===== src/rtl/uart_consts.svh =====
/*
 Offsets, field positions and reset values of one serial channel.
 Assumes inclusion by bare name from the package and the channel modules.
*/
`ifndef UART_CONSTS_SVH
`define UART_CONSTS_SVH
// ********************
// Register indices (byte address is four times the index)
// ********************
`define CKSEL_CH0_IDX 32'hfffffa06
`define CKSEL_CH1_IDX 32'hfffffa16
`define CKSEL_CH2_IDX 32'hfffffa26
`define DIVCTL_CH0_IDX 32'hfffffa07
`define MODE_CH0_IDX 32'hfffffa00
`define RXBUF_CH0_IDX 32'hfffffa02
`define RXSTAT_CH0_IDX 32'hfffffa03
`define TXDATA_CH0_IDX 32'hfffffa04
// ********************
// Reset values and fields
// ********************
`define CKSEL_RESET 4'h0
`define DIVCTL_RESET 8'hff
`define MODE_RESET 6'h00
`define MODE_POWER_BIT 0
`define MODE_RXEN_BIT 1
`define MODE_TXEN_BIT 2
`define MODE_PAR_LSB 3
`define MODE_MERGE_BIT 5
`define STAT_OVE_BIT 0
`define STAT_FE_BIT 1
`define STAT_PE_BIT 2
`define PRESCALE_MAX_CODE 4'hb
`define DIVISOR_MIN 8'h08
`define RESP_OKAY 2'b00
`define RESP_SLVERR 2'b10
`endif


===== src/rtl/uart_pkg.sv =====
/*
 Types shared by the serial channel modules.
 Assumes the constants header sits beside it.
*/
package uart_pkg;
	`include "uart_consts.svh"
	// Encoding of the parity field is 0..3 in this order
	typedef enum logic [1:0] {PARITY_NONE, PARITY_ZERO, PARITY_ODD, PARITY_EVEN} parity_type;
	typedef enum logic [2:0] {RX_IDLE, RX_START, RX_DATA, RX_PAR, RX_STOP} rx_state_type;
	typedef enum logic [2:0] {TX_IDLE, TX_START, TX_DATA, TX_PAR, TX_STOP} tx_state_type;
	typedef enum logic [2:0] {SEL_CKSEL, SEL_DIV, SEL_MODE, SEL_RXBUF, SEL_RXSTAT, SEL_TXDATA,
		SEL_NONE} reg_sel_type;
endpackage


===== src/rtl/uart_basic_clock_gen.sv =====
/*
 Prescaler giving the basic clock as a one-cycle enable pulse.
 Assumes the select code changes only while the enable is low.
*/
`timescale 1ns/1ps
`include "uart_consts.svh"
module uart_basic_clock_gen
#(
	parameter int CNT_W = 11
)
(
	input wire logic clock,
	input wire logic arst_n,
	input wire logic enable,
	input wire logic [3:0] select,
	output logic fuclk_en
);
	import uart_pkg::*;
	logic [CNT_W-1:0] cnt_reg;
	logic [CNT_W:0] span;
	logic [CNT_W-1:0] mask;
	logic prohibited;

	assign span = (CNT_W+1)'(1) << select;
	assign mask = CNT_W'(span - (CNT_W+1)'(1));
	assign prohibited = select > `PRESCALE_MAX_CODE;

	// ********************
	// Divider
	// ********************
	always_ff @(posedge clock or negedge arst_n)
	begin
		if (!arst_n)
		begin
			cnt_reg <= '0;
			fuclk_en <= 1'b0;
		end
		else if (!enable || prohibited)
		begin
			// Held low while the channel is off
			cnt_reg <= '0;
			fuclk_en <= 1'b0;
		end
		else
		begin
			cnt_reg <= cnt_reg + CNT_W'(1);
			fuclk_en <= (cnt_reg & mask) == mask;
		end
	end
endmodule


===== src/rtl/uart_channel.sv =====
/*
 One asynchronous serial channel: AXI4-Lite registers, prescaler, bit rate
 counters, noise filter, parity transmit and receive, error routing.
 Assumes serial_in_line is synchronous to clock and a single-beat master.
*/
// Decided for this implementation: the AXI4-Lite interface to the registers.
`timescale 1ns/1ps
`include "uart_consts.svh"
// Summary of operation
// - Merge bit 0: errors on own interrupt
// - Merge bit 1: errors on completion interrupt
// - Even parity transmit makes ones even
// - Even parity receive flags odd count
// - Odd parity transmit makes ones odd
// - Odd parity receive flags even count
// - Zero parity transmits parity bit zero
// - Zero parity receive never flags error
// - No parity: no bit, no error
// - Filter updates after two agreeing samples
// - One-clock input pulses are dropped
// - Receive lags line by two basic clocks
// - Prescaler plus separate transmit, receive counters
// - Channel off holds basic clock low
// - Select code picks divide by power two
// - Select register four bits wide, resets zero
// - Counter divisor from divisor register
// - Reading status clears error flags
// - Overrun leaves receive buffer unchanged
// - Bit rate is basic clock over 2k
module uart_channel
#(
	parameter logic [31:0] CKSEL_INDEX = `CKSEL_CH0_IDX
)
(
	input wire logic clock,
	input wire logic arst_n,
	input wire logic [31:0] awaddr,
	input wire logic awvalid,
	output logic awready,
	input wire logic [31:0] wdata,
	input wire logic [3:0] wstrb,
	input wire logic wvalid,
	output logic wready,
	output logic [1:0] bresp,
	output logic bvalid,
	input wire logic bready,
	input wire logic [31:0] araddr,
	input wire logic arvalid,
	output logic arready,
	output logic [31:0] rdata,
	output logic [1:0] rresp,
	output logic rvalid,
	input wire logic rready,
	input wire logic serial_in_line,
	output logic serial_out_line,
	output logic rx_done_irq,
	output logic rx_error_irq
);
	import uart_pkg::*;

	// ********************
	// Helpers
	// ********************
	function automatic reg_sel_type reg_decode(input logic [31:0] addr);
		logic [29:0] idx;
		idx = addr[31:2];
		if (idx == CKSEL_INDEX[29:0]) return SEL_CKSEL;
		else if (idx == 30'(`DIVCTL_CH0_IDX)) return SEL_DIV;
		else if (idx == 30'(`MODE_CH0_IDX)) return SEL_MODE;
		else if (idx == 30'(`RXBUF_CH0_IDX)) return SEL_RXBUF;
		else if (idx == 30'(`RXSTAT_CH0_IDX)) return SEL_RXSTAT;
		else if (idx == 30'(`TXDATA_CH0_IDX)) return SEL_TXDATA;
		else return SEL_NONE;
	endfunction

	function automatic logic par_bit(input logic [7:0] d, input parity_type m);
		case (m)
			PARITY_EVEN: return ^d;
			PARITY_ODD: return ~^d;
			default: return 1'b0;
		endcase
	endfunction

	function automatic logic par_err(input logic [7:0] d, input logic p, input parity_type m);
		case (m)
			PARITY_EVEN: return ^{d, p};
			PARITY_ODD: return ~^{d, p};
			default: return 1'b0;
		endcase
	endfunction

	logic [3:0] cksel_reg;
	logic [7:0] div_reg;
	logic [5:0] mode_reg;
	logic [7:0] rxbuf_reg, txdata_reg, rx_shift_reg;
	logic [2:0] stat_reg, rx_bits_reg, tx_bits_reg;
	logic rx_full_reg, rx_par_reg, rx_ph_reg, tx_ph_reg;
	logic samp_a_reg, filt_reg, filt_last_reg;
	logic [7:0] rx_cnt_reg, tx_cnt_reg, k_last;
	logic wr_acc_reg, rd_acc_reg;
	rx_state_type rx_state_reg;
	tx_state_type tx_state_reg;
	reg_sel_type wsel, rsel;
	parity_type parity;
	logic power, rx_on, tx_on, merge, fuclk_en, rx_half, tx_half, rx_finish;
	logic ove_now, fe_now, pe_now, err_now, stat_read, buf_read, tx_start;

	assign power = mode_reg[`MODE_POWER_BIT];
	assign rx_on = power && mode_reg[`MODE_RXEN_BIT];
	assign tx_on = power && mode_reg[`MODE_TXEN_BIT];
	assign merge = mode_reg[`MODE_MERGE_BIT];
	assign parity = parity_type'(mode_reg[`MODE_PAR_LSB +: 2]);
	assign awready = wr_acc_reg;
	assign wready = wr_acc_reg;
	assign arready = rd_acc_reg;
	assign wsel = reg_decode(awaddr);
	assign rsel = reg_decode(araddr);
	// Prohibited small divisors run at the least legal divisor
	assign k_last = ((div_reg < `DIVISOR_MIN) ? `DIVISOR_MIN : div_reg) - 8'h01;

	// ********************
	// Bus slave
	// ********************
	always_ff @(posedge clock or negedge arst_n)
	begin
		if (!arst_n)
		begin
			wr_acc_reg <= 1'b0;
			bvalid <= 1'b0;
			bresp <= `RESP_OKAY;
		end
		else
		begin
			wr_acc_reg <= awvalid && wvalid && !wr_acc_reg && !bvalid;
			if (wr_acc_reg)
			begin
				bvalid <= 1'b1;
				bresp <= (wsel == SEL_NONE) ? `RESP_SLVERR : `RESP_OKAY;
			end
			else if (bready)
				bvalid <= 1'b0;
		end
	end

	always_ff @(posedge clock or negedge arst_n)
	begin
		if (!arst_n)
		begin
			rd_acc_reg <= 1'b0;
			rvalid <= 1'b0;
			rresp <= `RESP_OKAY;
			rdata <= 32'h0000_0000;
		end
		else
		begin
			rd_acc_reg <= arvalid && !rd_acc_reg && !rvalid;
			if (rd_acc_reg)
			begin
				rvalid <= 1'b1;
				rresp <= (rsel == SEL_NONE) ? `RESP_SLVERR : `RESP_OKAY;
				case (rsel)
					SEL_CKSEL: rdata <= {28'h0000000, cksel_reg};
					SEL_DIV: rdata <= {24'h000000, div_reg};
					SEL_MODE: rdata <= {26'h0, mode_reg};
					SEL_RXBUF: rdata <= {24'h000000, rxbuf_reg};
					SEL_RXSTAT: rdata <= {29'h0, stat_reg};
					SEL_TXDATA: rdata <= {24'h000000, txdata_reg};
					default: rdata <= 32'h0000_0000;
				endcase
			end
			else if (rready)
				rvalid <= 1'b0;
		end
	end

	assign stat_read = rd_acc_reg && rsel == SEL_RXSTAT;
	assign buf_read = rd_acc_reg && rsel == SEL_RXBUF;
	assign tx_start = wr_acc_reg && wstrb[0] && wsel == SEL_TXDATA && tx_on && tx_state_reg == TX_IDLE;

	always_ff @(posedge clock or negedge arst_n)
	begin
		if (!arst_n)
		begin
			cksel_reg <= `CKSEL_RESET;
			div_reg <= `DIVCTL_RESET;
			mode_reg <= `MODE_RESET;
			txdata_reg <= 8'h00;
		end
		else if (wr_acc_reg && wstrb[0])
		begin
			case (wsel)
				SEL_CKSEL: cksel_reg <= wdata[3:0];
				SEL_DIV: div_reg <= wdata[7:0];
				SEL_MODE: mode_reg <= wdata[5:0];
				SEL_TXDATA: txdata_reg <= tx_start ? wdata[7:0] : txdata_reg;
				default: mode_reg <= mode_reg;
			endcase
		end
	end

	// ********************
	// Basic clock and noise filter
	// ********************
	uart_basic_clock_gen #(.CNT_W(11)) u_prescale
	(
		.clock(clock),
		.arst_n(arst_n),
		.enable(power),
		.select(cksel_reg),
		.fuclk_en(fuclk_en)
	);

	// Two agreeing samples needed, so a one-clock glitch never passes
	// Live sample against the held one keeps the lag at two basic clocks
	always_ff @(posedge clock or negedge arst_n)
	begin
		if (!arst_n)
		begin
			samp_a_reg <= 1'b1;
			filt_reg <= 1'b1;
		end
		else if (fuclk_en)
		begin
			samp_a_reg <= serial_in_line;
			if (serial_in_line == samp_a_reg)
				filt_reg <= samp_a_reg;
		end
	end

	always_ff @(posedge clock or negedge arst_n)
	begin
		if (!arst_n)
			filt_last_reg <= 1'b1;
		else
			filt_last_reg <= filt_reg;
	end

	// ********************
	// Receiver
	// ********************
	assign rx_half = fuclk_en && rx_cnt_reg == k_last;
	assign rx_finish = rx_state_reg == RX_STOP && rx_half && rx_ph_reg;
	// A buffer read in the finishing cycle frees the buffer in time
	assign ove_now = rx_full_reg && !buf_read;
	assign fe_now = !filt_reg;
	assign pe_now = par_err(rx_shift_reg, rx_par_reg, parity);
	assign err_now = ove_now || fe_now || pe_now;

	always_ff @(posedge clock or negedge arst_n)
	begin
		if (!arst_n)
			rx_cnt_reg <= 8'h00;
		else if (rx_state_reg == RX_IDLE)
			rx_cnt_reg <= 8'h00;
		else if (fuclk_en)
			rx_cnt_reg <= rx_half ? 8'h00 : rx_cnt_reg + 8'h01;
	end

	always_ff @(posedge clock or negedge arst_n)
	begin
		if (!arst_n)
		begin
			rx_state_reg <= RX_IDLE;
			rx_ph_reg <= 1'b0;
			rx_bits_reg <= 3'h0;
			rx_shift_reg <= 8'h00;
			rx_par_reg <= 1'b0;
		end
		else if (!rx_on)
			rx_state_reg <= RX_IDLE;
		else
		begin
			case (rx_state_reg)
				RX_IDLE:
					if (filt_last_reg && !filt_reg)
						rx_state_reg <= RX_START;
				RX_START:
					if (rx_half)
					begin
						rx_state_reg <= filt_reg ? RX_IDLE : RX_DATA;
						rx_ph_reg <= 1'b0;
						rx_bits_reg <= 3'h0;
					end
				default:
					if (rx_half)
					begin
						rx_ph_reg <= !rx_ph_reg;
						if (rx_ph_reg)
						begin
							case (rx_state_reg)
								RX_DATA:
								begin
									rx_shift_reg <= {filt_reg, rx_shift_reg[7:1]};
									rx_bits_reg <= rx_bits_reg + 3'h1;
									if (rx_bits_reg == 3'h7)
										rx_state_reg <= (parity == PARITY_NONE) ? RX_STOP : RX_PAR;
								end
								RX_PAR:
								begin
									rx_par_reg <= filt_reg;
									rx_state_reg <= RX_STOP;
								end
								default: rx_state_reg <= RX_IDLE;
							endcase
						end
					end
			endcase
		end
	end

	// A flag set in the cycle of a status read survives the read
	always_ff @(posedge clock or negedge arst_n)
	begin
		if (!arst_n)
		begin
			stat_reg <= 3'h0;
			rx_full_reg <= 1'b0;
			rxbuf_reg <= 8'h00;
		end
		else
		begin
			stat_reg <= (stat_read ? 3'h0 : stat_reg) |
				(rx_finish ? {pe_now, fe_now, ove_now} : 3'h0);
			rx_full_reg <= (rx_full_reg && !buf_read) || (rx_finish && !ove_now);
			if (rx_finish && !ove_now)
				rxbuf_reg <= rx_shift_reg;
		end
	end

	always_ff @(posedge clock or negedge arst_n)
	begin
		if (!arst_n)
		begin
			rx_done_irq <= 1'b0;
			rx_error_irq <= 1'b0;
		end
		else
		begin
			rx_done_irq <= rx_finish && (merge || !err_now);
			rx_error_irq <= rx_finish && !merge && err_now;
		end
	end

	// ********************
	// Transmitter
	// ********************
	assign tx_half = fuclk_en && tx_cnt_reg == k_last;

	always_ff @(posedge clock or negedge arst_n)
	begin
		if (!arst_n)
			tx_cnt_reg <= 8'h00;
		else if (tx_state_reg == TX_IDLE)
			tx_cnt_reg <= 8'h00;
		else if (fuclk_en)
			tx_cnt_reg <= tx_half ? 8'h00 : tx_cnt_reg + 8'h01;
	end

	always_ff @(posedge clock or negedge arst_n)
	begin
		if (!arst_n)
		begin
			tx_state_reg <= TX_IDLE;
			tx_ph_reg <= 1'b0;
			tx_bits_reg <= 3'h0;
			serial_out_line <= 1'b1;
		end
		else if (!tx_on)
		begin
			tx_state_reg <= TX_IDLE;
			serial_out_line <= 1'b1;
		end
		else if (tx_start)
		begin
			tx_state_reg <= TX_START;
			tx_ph_reg <= 1'b0;
			serial_out_line <= 1'b0;
		end
		else if (tx_half)
		begin
			tx_ph_reg <= !tx_ph_reg;
			if (tx_ph_reg)
			begin
				case (tx_state_reg)
					TX_START:
					begin
						tx_state_reg <= TX_DATA;
						tx_bits_reg <= 3'h0;
						serial_out_line <= txdata_reg[0];
					end
					TX_DATA:
						if (tx_bits_reg == 3'h7)
						begin
							// No parity goes straight to the stop bit
							tx_state_reg <= (parity == PARITY_NONE) ? TX_STOP : TX_PAR;
							serial_out_line <= (parity == PARITY_NONE) ? 1'b1 :
								par_bit(txdata_reg, parity);
						end
						else
						begin
							tx_bits_reg <= tx_bits_reg + 3'h1;
							serial_out_line <= txdata_reg[tx_bits_reg + 3'h1];
						end
					TX_PAR:
					begin
						tx_state_reg <= TX_STOP;
						serial_out_line <= 1'b1;
					end
					default: tx_state_reg <= TX_IDLE;
				endcase
			end
		end
	end
endmodule


===== config.mk =====
export PLATFORM = sky130hd
export DESIGN_NAME = uart_channel
export DESIGN_NICKNAME = d
export VERILOG_FILES = /design/src/rtl/uart_pkg.sv /design/src/rtl/uart_basic_clock_gen.sv /design/src/rtl/uart_channel.sv
export VERILOG_INCLUDE_DIRS = /design/src /design/src/rtl
export SDC_FILE = /design/constraint.sdc
export NUM_CORES = 1
export LEC_CHECK = 0
export BUFFER_PORTS_ARGS = -buffer_cell sky130_fd_sc_hd__buf_2
export CAP_MARGIN = 20
export CORE_ASPECT_RATIO = 0.6
export CORE_MARGIN = 5
export CORE_UTILIZATION = 25
export DETAILED_ROUTE_END_ITERATION = 8
export GPL_TIMING_DRIVEN = 0
export PLACE_DENSITY = 0.5
export SLEW_MARGIN = 20
export SYNTH_ARGS = -nofsm -noshare
export SYNTH_HDL_FRONTEND = slang
export SYNTH_SLANG_ARGS = --single-unit

===== constraint.sdc =====
create_clock -name clock -period 4.92 [get_ports clock]
set_input_delay 0.246 -clock clock [delete_from_list [all_inputs] [get_ports clock]]
set_output_delay 0.246 -clock clock [all_outputs]
set_load 0.1 [all_outputs]

==> impl_results.md, run 1 <==
* Share of post-route cells with drive strength above 1 at 29.51%
* Iteration-0 DRC Markers at 444
* Final setup TNS at 0 ns
* CTS Buffer Depth at 2
* Final Total Pwr at roughly 2.0 mW
* Max Fclk at roughly 220 MHz
* Sw Pwr at 555.1 uW
* Maximum vdd ir drop at 0.1211 mV
* RSZ-0062 raised after global routing: false
* Worst EP required at 5.17 ns
* CTS sink cnt at 109
* Largest cells by area after synthesis: dfrtp_1 38%, mux2_2 8.1%, dfstp_2 4.9%, xnor2_1 3.4%, buf_4 3.2%
* Status: finished, final reports clean
* Slew HR at 44.07%
* CP dominant cell by count: buf_2
* Dpl hpwl at 13750 microns
* Area of the mapped netlist at 0.006416 sq mm
* CP bufs+invs at 2
* R2r setup slk at between 0.3 and 0.4 ns
* Syn Area/Cell at around 10 sq um
* Final cycle utilization of the critical path at around 90%
* Top Ports at between 150 and 200
* Die Y at 134.1 microns
* Switching part of the total at 28.37%
* Pwr per Cell Area at 252.4 mW/mm^2
* Asr flop ratio synth at 100.0%
* First-pass GRT wire length at 27740 microns
* Post-layout util at 30.67%
* CP max stage cell: or4_1
* Remaining Overflow, GRT at 0
* Die area at 0.02907 sq mm
* Drt drc at 0
* Sequential power share at 46.4%
* Number of synthesized flops with an enable pin at 0
* Final Hold Viols at 0
* Worst EP arrival at 4.81 ns
* Yosys warns at 0
* CP Max Fanout at 10
* Ys flop type: dfrtp_1
* Detail Route Antenna Nets at 0
* Synth area leader: dfrtp_1
* Crit path launch type: register
* CP Cell Sequence: buf_2 -> or4_1 -> o21ai_1 -> ha_1 -> or3b_1 -> buf_2 -> o31ai_1 -> a211o_1 -> o2111ai_2 -> nor4b_4 -> and4b_4 -> mux2_1
* Core ar. at 0.02528 sq mm
* Clk pwr share at 41.7%
* Delay-heaviest family, CP: simple AND/OR/NAND/NOR gates
* Total GRT Usage at 12.34%
* Max-cap violations at 0
* Seq/Total Area, Yosys at 42.75%
* Clk Latency, worst-skew pair at 0.38 ns
* Min-Delay Path Class: in2reg
* Max FFs per register at 11
* Flops & latches, synth at 109
* Reg clk slew, reported paths at ~0.08 ns
* WS Path Type: reg2reg
* RePlAce Congestion at 0.8231
* Crit end category: register
* Vias at 5032
* Max incr delay on CP at 0.57 ns
* DR pass1 iterations at 7
* Initial antenna violation count at 0
* Antenna diodes at 0
* Via-to-Cell Ratio at 4.625
* Final net count at 871
* Clock Skew at 0.008384 ns
* Die width at about 220 microns
* Final WL at 17850 microns
* Max-slew violation count at 0
* Post-synthesis cell count at 623
* Int Pwr at 1.402 mW
* Min Tclk post-route at 4.551 ns
* Row cnt at 45
* Initial core utilization at between 20% and 30%
* Largest net degree at the start of global routing at 74
* Vias in the first global route at 4685
* Final setup violating endpoints at 0
* Clk root buf: clkbuf_16
* Synth unique cells at between 70 and 80
* Logic pwr share at 11.9%
* Leakage power at 3.512 nW
* Total CTS buffers at 9
* Worst hold margin at ~0.11 ns
* H-tree levels at 3
* DR WL/cell at between 15 and 20 microns
* IO Port Bufs at 93
* Area share of the largest cell type after synthesis at about 38%
* Area Growth Syn to Fin at 20.85%
* Slew @ Worst Pin at 0.8325 ns
* CTS tree: yes
## worst paths after layout
path                                         from                     endpoint  depth (start not counted)
max                        div_reg[6]$_DFFE_PN1P_   tx_bits_reg[0]$_DFFE_PN0P_                         12
min                                        wvalid            awready$_DFF_PN0_                          2
max reg2reg                div_reg[6]$_DFFE_PN1P_   tx_bits_reg[0]$_DFFE_PN0P_                         12
min reg2reg                  filt_reg$_DFFE_PN1P_      filt_last_reg$_DFF_PN1_                          0
max in group asynchronous                  arst_n      filt_last_reg$_DFF_PN1_                          3
min in group asynchronous                  arst_n  tx_state_reg[0]$_DFFE_PN0P_                          2
## per-stage QoR
| stage | cells | area [sq um] | worst slack [ns] |
|---|---|---|---|
| floorplan | 648 | 6510 | 0.9788 |
| global placement | 1070 | 7387 | 0.2446 |
| detailed placement | 1071 | 7421 | 0.2585 |
| CTS | 1088 | 7754 | 0.2371 |
| global route | 1088 | 7754 | 0.2046 |
| finish | 1088 | 7754 | 0.3685 |
## layout make-up
class                           instances  area (sq um)
Inverter                               16         60.06
Buffer                                 53         319.1
Tap cell                              329         411.6
Clock buffer                            9         225.2
Clock inverter                          7         97.59
Fill cell                            2592         17530
Sequential cell                       109          2743
Multi-Input combinational cell        470          3388
Timing Repair Buffer                   95         509.2
## logic make-up after synthesis
logic type | after synthesis | synth area share, %
buffers and inverters | 69 | 5.909
AOI/OAI and AO/OA | 96 | 10.63
other | 1 | 0.05845
muxes | 68 | 13.01
and+or+nand+nor | 227 | 19.46
DFF | 109 | 42.75
xor gates and xnor gates | 44 | 6.435
adders and majority gates | 9 | 1.755
## cell usage after synthesis (12+ instances only)
master / count
clkbuf_1: 21
dfstp_2: 12
mux2_2: 46
o21ai_0: 23
nand2_1: 38
inv_1: 16
xor2_1: 17
nand2b_1: 12
nor3_1: 18
xnor2_1: 25
buf_4: 27
a21oi_1: 16
dfrtp_1: 97
nor2_1: 50
nand3_1: 30
## repair_timing
action | 4_1_cts | 5_1_grt
resized for setup | 0 | 1
buffers inserted | 0 | 0
hold buffers | 1 | 0
setup endpoints to repair | 0 | 1
hold endpoints to repair | 36 | 0
## power groups by stage
stage | sequential (mW) | clock (mW) | combinational [mW]
after floorplan | 0.958 | 0 | 0.128
after global placement | 0.926 | 0 | 0.230
after detailed placement | 0.925 | 0 | 0.234
after CTS | 0.908 | 0.856 | 0.235
after global routing | 0.909 | 0.887 | 0.248
final | 0.908 | 0.815 | 0.234
## layer usage
| metal | vias up | track usage, % | wire length (microns) |
|---|---|---|---|
| met3 | 13 | 4.196 | 1278 |
| li1 | 2472 | - | - |
| met4 | 0 | 2.771 | 171 |
| met2 | 146 | 15.26 | 6729 |
| met1 | 2401 | 19.91 | 9672 |
| met5 | - | 0 | 0 |
## cells in the final DEF (no fill, tap or decap), types with 3 or more instances in the layout
cell type  Yosys  final
nand2b_1      12     12
clkbuf_16      0      9
nand4_1       10     10
mux2_2        46     46
mux2i_1       11     11
o22ai_1        8      8
buf_6          2      3
dfrtp_1       97     97
and3_1         9      9
clkbuf_1      21     21
and2_1         8      8
nand2_1       38     38
o21a_1         5      5
conb_1         1     26
dfstp_2       12     12
xnor2_1       25     25
a21oi_1       16     16
o21ai_0       23     22
nand3_1       30     30
nand4b_1       3      3
buf_4         27     27
a21o_1         4      4
buf_2          3     95
a222oi_1       3      3
and4_1         3      3
ha_1           9      9
nor3_1        18     18
inv_1         16     16
nor4_1        10     10
mux2_4         4      4
a22o_1         9      9
nor2b_1        6      6
mux4_2         6      6
xor2_1        17     17
nor3b_1        9      9
nor4b_1        3      3
nor2_1        50     50
a31oi_1        4      4
Note: power is estimated with default switching activity, not from simulation.
==> inputs of run 2 (changes only) <==
--- a/config.mk
+++ b/config.mk
@@ -6,14 +6,15 @@
 export SDC_FILE = /design/constraint.sdc
 export NUM_CORES = 1
 export LEC_CHECK = 0
-export BUFFER_PORTS_ARGS = -buffer_cell sky130_fd_sc_hd__buf_2
 export CAP_MARGIN = 20
 export CORE_ASPECT_RATIO = 0.6
 export CORE_MARGIN = 5
 export CORE_UTILIZATION = 25
+export CTS_CLUSTER_DIAMETER = 40
 export DETAILED_ROUTE_END_ITERATION = 8
+export DONT_BUFFER_PORTS = 1
 export GPL_TIMING_DRIVEN = 0
-export PLACE_DENSITY = 0.5
+export PLACE_DENSITY = 0.45
 export SLEW_MARGIN = 20
 export SYNTH_ARGS = -nofsm -noshare
 export SYNTH_HDL_FRONTEND = slang
==> run 2 against run 1 <==
Compared with the run above:
- maximum frequency fell by 2.3%
- sequential power rose by 4.0%
- critical endpoint unchanged
- worst setup slack worse by 0.11 ns
- non-clock buffer count decreased by 93
- global-route usage decreased by 0.45 points
==> impl_results.md, run 2 (synthesis gave the netlist of run 1 again) <==
* Status: finished, final reports clean
* Min-Delay Path Class: in2reg
* Share of post-route cells with drive strength above 1 at 19.67% (-9.8 points)
* CTS tree: yes
* Largest net degree at the start of global routing at 110 (+49%)
* Clock Skew at 0.009053 ns (+0.0006691 ns)
* Slew HR at 24.78% (-19 points)
* Register-to-Register Path Depth at 12 (unchanged)
* IO Port Bufs at 0 (-100%)
* Total CTS buffers at 9 (unchanged)
* Delay-heaviest family, CP: simple AND/OR/NAND/NOR gates
* Total GRT Usage at 11.89% (-0.45 points)
* Die area at 0.02907 sq mm (unchanged)
* Max-cap violations at 0 (unchanged)
* Detail Route Antenna Nets at 0 (unchanged)
* Remaining Overflow, GRT at 0 (unchanged)
* Max incr delay on CP at 0.56 ns (about the same)
* Die Y at 134.1 microns (unchanged)
* CP Cell Sequence: buf_2 -> or4_1 -> o21ai_0 -> ha_1 -> or3b_1 -> buf_2 -> o31ai_1 -> a211o_1 -> o2111ai_2 -> nor4b_4 -> and4b_4 -> mux2_1
* Initial antenna violation count at 0 (unchanged)
* DR WL/cell at 17.27 microns (+5.3%)
* DP Area at 0.006922 sq mm (-6.7%)
* Post-layout util at 28.75% (-1.9 points)
* Postcts setup bufs at 0 (unchanged)
* Hold path cells at 1 (-1)
* CTS Buffer Depth at 2 (unchanged)
* Crit end category: register
* RSZ-0062 raised after global routing: false
* Crit path launch type: register
* CP max stage cell: or4_1
* Final net count at 778 (-11%)
* CP bufs+invs at 2 (unchanged)
* Worst EP arrival at 4.90 ns (+0.09 ns)
* Post-cts resize count at 0 (unchanged)
* Max FFs per register at 11 (unchanged)
* H-tree levels at 3 (unchanged)
* Clk Latency, worst-skew pair at 0.36 ns (-0.02 ns)
* Final cycle utilization of the critical path at 94.65% (+2.1 points)
* CTS Hold Buffers Added at 2 (+1)
* Core ar. at 0.02528 sq mm (unchanged)
* First-pass GRT wire length at 26750 microns (-3.6%)
* Top Ports at 152 (unchanged)
* RePlAce Congestion at 0.7856 (-4.6%)
* Final setup violating endpoints at 0 (unchanged)
* Clk root buf: clkbuf_16
* Leakage power at 3.125 nW (-11%)
* Reg clk slew, reported paths at 0.08 ns (about the same)
* CTS sink cnt at 109 (unchanged)
* CP Max Fanout at 10 (unchanged)
* WS Path Type: reg2reg
* Die width at 216.8 microns (unchanged)
* Slew @ Worst Pin at 1.128 ns (+0.2959 ns)
* Pwr per Cell Area at 256.5 mW/mm^2 (+1.6%)
* Antenna diodes at 0 (unchanged)
* Area Growth Syn to Fin at 13.26%
* Commonest non-fill, non-tap cell in the layout: dfrtp_1
* Vias in the first global route at 4439 (-5.3%)
* DR pass1 iterations at 5 (-2)
* Hold Crit Start: wdata[4]
* Max Fclk at 214.7 MHz (-2.3%)
* CP dominant cell by count: buf_2
* Drt drc at 0 (unchanged)
* Final setup TNS at 0 ns (unchanged)
* Via-to-Cell Ratio at 4.702 (+1.7%)
* Hold endpoint: mode_reg[4]$_DFFE_PN0P_
* Max-slew violation count at 0 (unchanged)
* Min Tclk post-route at 4.657 ns (+0.1054 ns)
* Final Total Pwr at 1.864 mW (-4.7%)
* Final Hold Viols at 0 (unchanged)
* Worst hold margin at 0.03092 ns (-0.07965 ns)
* Maximum vdd ir drop at 0.1286 mV (+6.2%)
* Final WL at 17190 microns (-3.7%)
* Vias at 4678 (-7.0%)
* Row cnt at 45 (unchanged)
* Worst r2r dst: tx_bits_reg[0]$_DFFE_PN0P_
* Iteration-0 DRC Markers at 457 (+2.9%)
* RR Startpoint: div_reg[6]$_DFFE_PN1P_
* Dpl hpwl at 13200 microns (-4.0%)
* Worst EP required at 5.16 ns (about the same)
* Commonest non-fill, non-tap cells in the layout: 97 x dfrtp_1, 50 x nor2_1, 46 x mux2_2, 38 x nand2_1, 30 x nand3_1
* Initial core utilization at 25.38% (unchanged)
* R2r setup slk at 0.26 ns (-0.11 ns)
* Final instance area at 0.007267 sq mm (-6.3%)
[run 2: cell count changes in the layout (fill, tap and decap cells not counted)]
cell / before / now
buf_2: 95 / 3
buf_6: 3 / 2
bufinv_16: 2 / 1
clkbuf_8: 0 / 1
clkinvlp_4: 2 / 1
inv_6: 1 / 2
o21ai_0: 22 / 23
o21ai_1: 2 / 1
[run 2: power by group]
part	switching, mW	total, mW	leakage, nW	internal [mW]
clock network	0.353	0.766	0.149	0.413
logic	0.125	0.155	1.54	0.0291
registers	0.0441	0.944	1.43	0.899
total	0.522	1.86	3.13	1.34
[run 2: metal layers]
layer  GRT usage [%]  vias up  wire length (microns)  share of wire (%)
met1           19.24     2274                   9356                 54
met4           2.420        0                    134               0.78
met2           15.38      113                   6686                 39
li1                -     2284                      -                  -
met3           3.248        7                   1010                5.9
met5               0        -                      0                  0
[run 2: area by class of cell]
type / instances / area (sq um)
clock inverters: 6 / 68.82
multi-input cells: 470 / 3388
flip-flops and latches: 109 / 2743
plain buffers: 53 / 319.1
well taps: 329 / 411.6
fillers: 2634 / 18010
inverters: 16 / 60.06
clock buffers: 10 / 239.0
repair buffers: 2 / 37.54
[run 2: worst max path at each step]
stage / startpoint / to / slack [ns] / cells after the start
floorplan: div_reg[6]$_DFFE_PN1P_ / tx_bits_reg[0]$_DFFE_PN0P_ / 0.98 / 12
global placement: div_reg[6]$_DFFE_PN1P_ / tx_bits_reg[0]$_DFFE_PN0P_ / 0.30 / 12
detailed placement: div_reg[6]$_DFFE_PN1P_ / tx_bits_reg[0]$_DFFE_PN0P_ / 0.31 / 12
CTS: div_reg[6]$_DFFE_PN1P_ / tx_bits_reg[0]$_DFFE_PN0P_ / 0.27 / 12
global route: div_reg[6]$_DFFE_PN1P_ / tx_cnt_reg[6]$_DFFE_PN0P_ / 0.001 / 12
finish: div_reg[6]$_DFFE_PN1P_ / tx_bits_reg[0]$_DFFE_PN0P_ / 0.26 / 12
[run 2: per-stage QoR]
step / std cells / setup slack [ns]
2_1_floorplan: 648 / 0.9788
3_3_place_gp: 977 / 0.2965
3_5_place_dp: 977 / 0.3092
4_1_cts: 995 / 0.2710
5_1_grt: 995 / 0.001219
6_report: 995 / 0.2632
==> inputs of run 3 (changes only) <==
--- a/config.mk
+++ b/config.mk
@@ -14,7 +14,7 @@
 export DETAILED_ROUTE_END_ITERATION = 8
 export DONT_BUFFER_PORTS = 1
 export GPL_TIMING_DRIVEN = 0
-export PLACE_DENSITY = 0.45
+export PLACE_DENSITY = 0.47
 export SLEW_MARGIN = 20
 export SYNTH_ARGS = -nofsm -noshare
 export SYNTH_HDL_FRONTEND = slang
==> constraint.sdc (replaced) <==
create_clock -name clock -period 4.11 [get_ports clock]
set_input_delay 0.2055 -clock clock [delete_from_list [all_inputs] [get_ports clock]]
set_output_delay 0.2055 -clock clock [all_outputs]
set_load 0.1 [all_outputs]
==> run 3 against run 2 <==
Compared with the run above:
- routed wire length grew 1.4%
- sequential share of layout area shrank 1.3 points
- maximum frequency grew 18%
- register-to-register slack lost 0.11 ns
- flip-flop and latch count is the same
- via count grew 1.0%
- clock skew grew 0.0040 ns
- sequential power grew 20%
==> impl_results.md, run 3 (synthesis gave the netlist of run 1 again) <==
* RSZ-0062 raised after global routing: false
* Via-to-Cell Ratio at 4.666 (-0.75%)
* Sequential power share at 48.5% (-2.1 points)
* Total GRT Usage at 11.93% (+0.043 points)
* DR pass1 iterations at 4 (-1)
* Initial antenna violation count at 0 (unchanged)
* Vias at 4727 (+1.0%)
* Final setup TNS at 0 ns (unchanged)
* Reg clk slew, reported paths at 0.08 ns (about the same)
* Max-cap violations at 0 (unchanged)
* Final Hold Viols at 0 (unchanged)
* Met2 usage at 15.10% (-0.28 points)
* Sw Pwr at 660.1 uW (+26%)
* WS Path Type: reg2reg
* Clk Latency, worst-skew pair at 0.37 ns (about the same)
* RePlAce Congestion at 0.8215 (+4.6%)
* Met1 Use GR at 19.58% (+0.35 points)
* Crit path launch type: register
* Area Growth Syn to Fin at 17.36%
* Iteration-0 DRC Markers at 397 (-13%)
* Min Tclk post-route at 3.955 ns (-0.7016 ns)
* CTS tree: yes
* Met3 Use GR at 3.158% (-0.090 points)
* Final Total Pwr at 2.330 mW (+25%)
* Total CTS buffers at 9 (unchanged)
* Hold path cells at 2 (+1)
* Register-to-Register Path Depth at 12 (unchanged)
* Final WL at 17420 microns (+1.4%)
* CTS Buffer Depth at 2 (unchanged)
* Hold endpoint: filt_reg$_DFFE_PN1P_
* Logic pwr share at 8.6% (+0.3 points)
* Switching part of the total at 28.34% (+0.31 points)
* Row cnt at 45 (unchanged)
* Clk pwr share at 42.9% (+1.8 points)
* Worst hold margin at 0.03546 ns (+0.004541 ns)
* Min-Delay Path Class: in2reg
* Leakage power at 3.215 nW (+2.9%)
* Int Pwr at 1.669 mW (+24%)
* DP Area at 0.006922 sq mm (unchanged)
* Max FFs per register at 11 (unchanged)
* Drt drc at 0 (unchanged)
* Most Crowded Layer GR: met1
* CP Max Fanout at 10 (unchanged)
* Commonest non-fill, non-tap cell in the layout: dfrtp_1
* Dpl hpwl at 13210 microns (+0.14%)
* R2r setup slk at 0.15 ns (-0.11 ns)
* RR Startpoint: div_reg[6]$_DFFE_PN1P_
* Slew @ Worst Pin at 1.135 ns (+0.006980 ns)
* Status: finished, final reports clean
* CTS sink cnt at 109 (unchanged)
* Antenna diodes at 0 (unchanged)
* Detail Route Antenna Nets at 0 (unchanged)
* Top Ports at 152 (unchanged)
* Worst r2r dst: tx_bits_reg[0]$_DFFE_PN0P_
* Share of post-route cells with drive strength above 1 at 20.32% (+0.65 points)
* Final cycle utilization of the critical path at 96.23% (+1.6 points)
* Die Y at 134.1 microns (unchanged)
* Worst EP arrival at 4.20 ns (-0.70 ns)
* Max Fclk at 252.8 MHz (+18%)
* Maximum vdd ir drop at 0.1586 mV (+23%)
* Largest net degree at the start of global routing at 110 (unchanged)
* DR WL/cell at 17.20 microns (-0.43%)
* Remaining Overflow, GRT at 0 (unchanged)
* Initial core utilization at 25.38% (unchanged)
* Vias in the first global route at 4420 (-0.43%)
* Pwr per Cell Area at 309.4 mW/mm^2 (+21%)
* Die area at 0.02907 sq mm (unchanged)
* Hold Crit Start: serial_in_line
* First-pass GRT wire length at 26850 microns (+0.39%)
* Slew HR at 24.31% (-0.47 points)
* Clk root buf: clkbuf_16
* Worst EP required at 4.36 ns (-0.80 ns)
* Max-slew violation count at 0 (unchanged)
* Final setup violating endpoints at 0 (unchanged)
* Commonest non-fill, non-tap cells in the layout: 97 x dfrtp_1, 50 x nor2_1, 46 x mux2_2, 38 x nand2_1, 31 x buf_4
* Clock Skew at 0.01307 ns (+0.004012 ns)
* Die width at 216.8 microns (unchanged)
* Post-layout util at 29.78% (+1.0 points)
* Final net count at 796 (+2.3%)
* IO Port Bufs at 0 (unchanged)
* H-tree levels at 3 (unchanged)
* Final instance area at 0.007530 sq mm (+3.6%)
* Core ar. at 0.02528 sq mm (unchanged)
* Crit end category: register
[run 3: changes by cell type in the layout (fill, tap and decap cells not counted), moves of 2 or more]
cell | previous run | this run
buf_4 | 27 | 31
o21ai_0 | 23 | 21
o31ai_4 | 0 | 2
inv_8 | 0 | 2
dlygate4sd3_1 | 1 | 15
[run 3: final cells by class]
class	instances	area, sq um
fillers	2619	17750
multi-input cells	470	3460
flip-flops and latches	109	2743
well taps	329	411.6
plain buffers	53	319.1
clock buffers	10	229.0
repair buffers	20	207.7
clock inverters	6	100.1
inverters	16	60.06
[run 3: critical path, stage by stage, from the launching register on]
cell and delay (ns):
dfstp_2 0.36, buf_2 0.18, or4_4 0.57, o21ai_4 0.23, ha_4 0.20, or3b_1 0.34, buf_2 0.19, or3_1 0.37
a21boi_2 0.20, o2111ai_4 0.23, nor4b_4 0.34, and4b_4 0.31, mux2_1 0.32
[run 3: routing by layer]
metal,share of wire [%],vias up
li1,-,2318
met5,0,-
met2,39,109
met4,0.93,0
met3,5.9,13
met1,54,2287
[run 3: worst max-delay path by stage]
stage                      startpoint                         end  cells past startpoint
3_3_place_gp   div_reg[6]$_DFFE_PN1P_  tx_bits_reg[0]$_DFFE_PN0P_                     12
3_5_place_dp   div_reg[6]$_DFFE_PN1P_  tx_bits_reg[0]$_DFFE_PN0P_                     12
4_1_cts        div_reg[6]$_DFFE_PN1P_  tx_bits_reg[0]$_DFFE_PN0P_                     12
2_1_floorplan  div_reg[6]$_DFFE_PN1P_  tx_bits_reg[0]$_DFFE_PN0P_                     12
6_report       div_reg[6]$_DFFE_PN1P_  tx_bits_reg[0]$_DFFE_PN0P_                     12
5_1_grt        div_reg[6]$_DFFE_PN1P_  tx_bits_reg[0]$_DFFE_PN0P_                     12
[run 3: power groups by stage]
stage	combinational [mW]	clock, mW	sequential [mW]
floorplan	0.153	0	1.15
global placement	0.159	0	1.15
detailed placement	0.159	0	1.15
CTS	0.202	1.03	1.13
global route	0.213	1.08	1.13
finish	0.200	0.999	1.13
[run 3: metrics by stage]
stage | std cells | setup WS, ns
2_1_floorplan | 648 | 0.1688
3_3_place_gp | 977 | -0.5130
3_5_place_dp | 977 | -0.5008
4_1_cts | 1012 | 0.01619
5_1_grt | 1013 | 0.004009
6_report | 1013 | 0.1548
[run 3: what timing repair did]
| item | CTS | global route |
|---|---|---|
| setup endpoints to repair | 54 | 37 |
| resized for setup | 4 | 9 |
| hold endpoints to repair | 140 | 0 |
| pin swaps | 2 | 2 |
| buffers inserted | 3 | 1 |
| hold buffers | 16 | 0 |
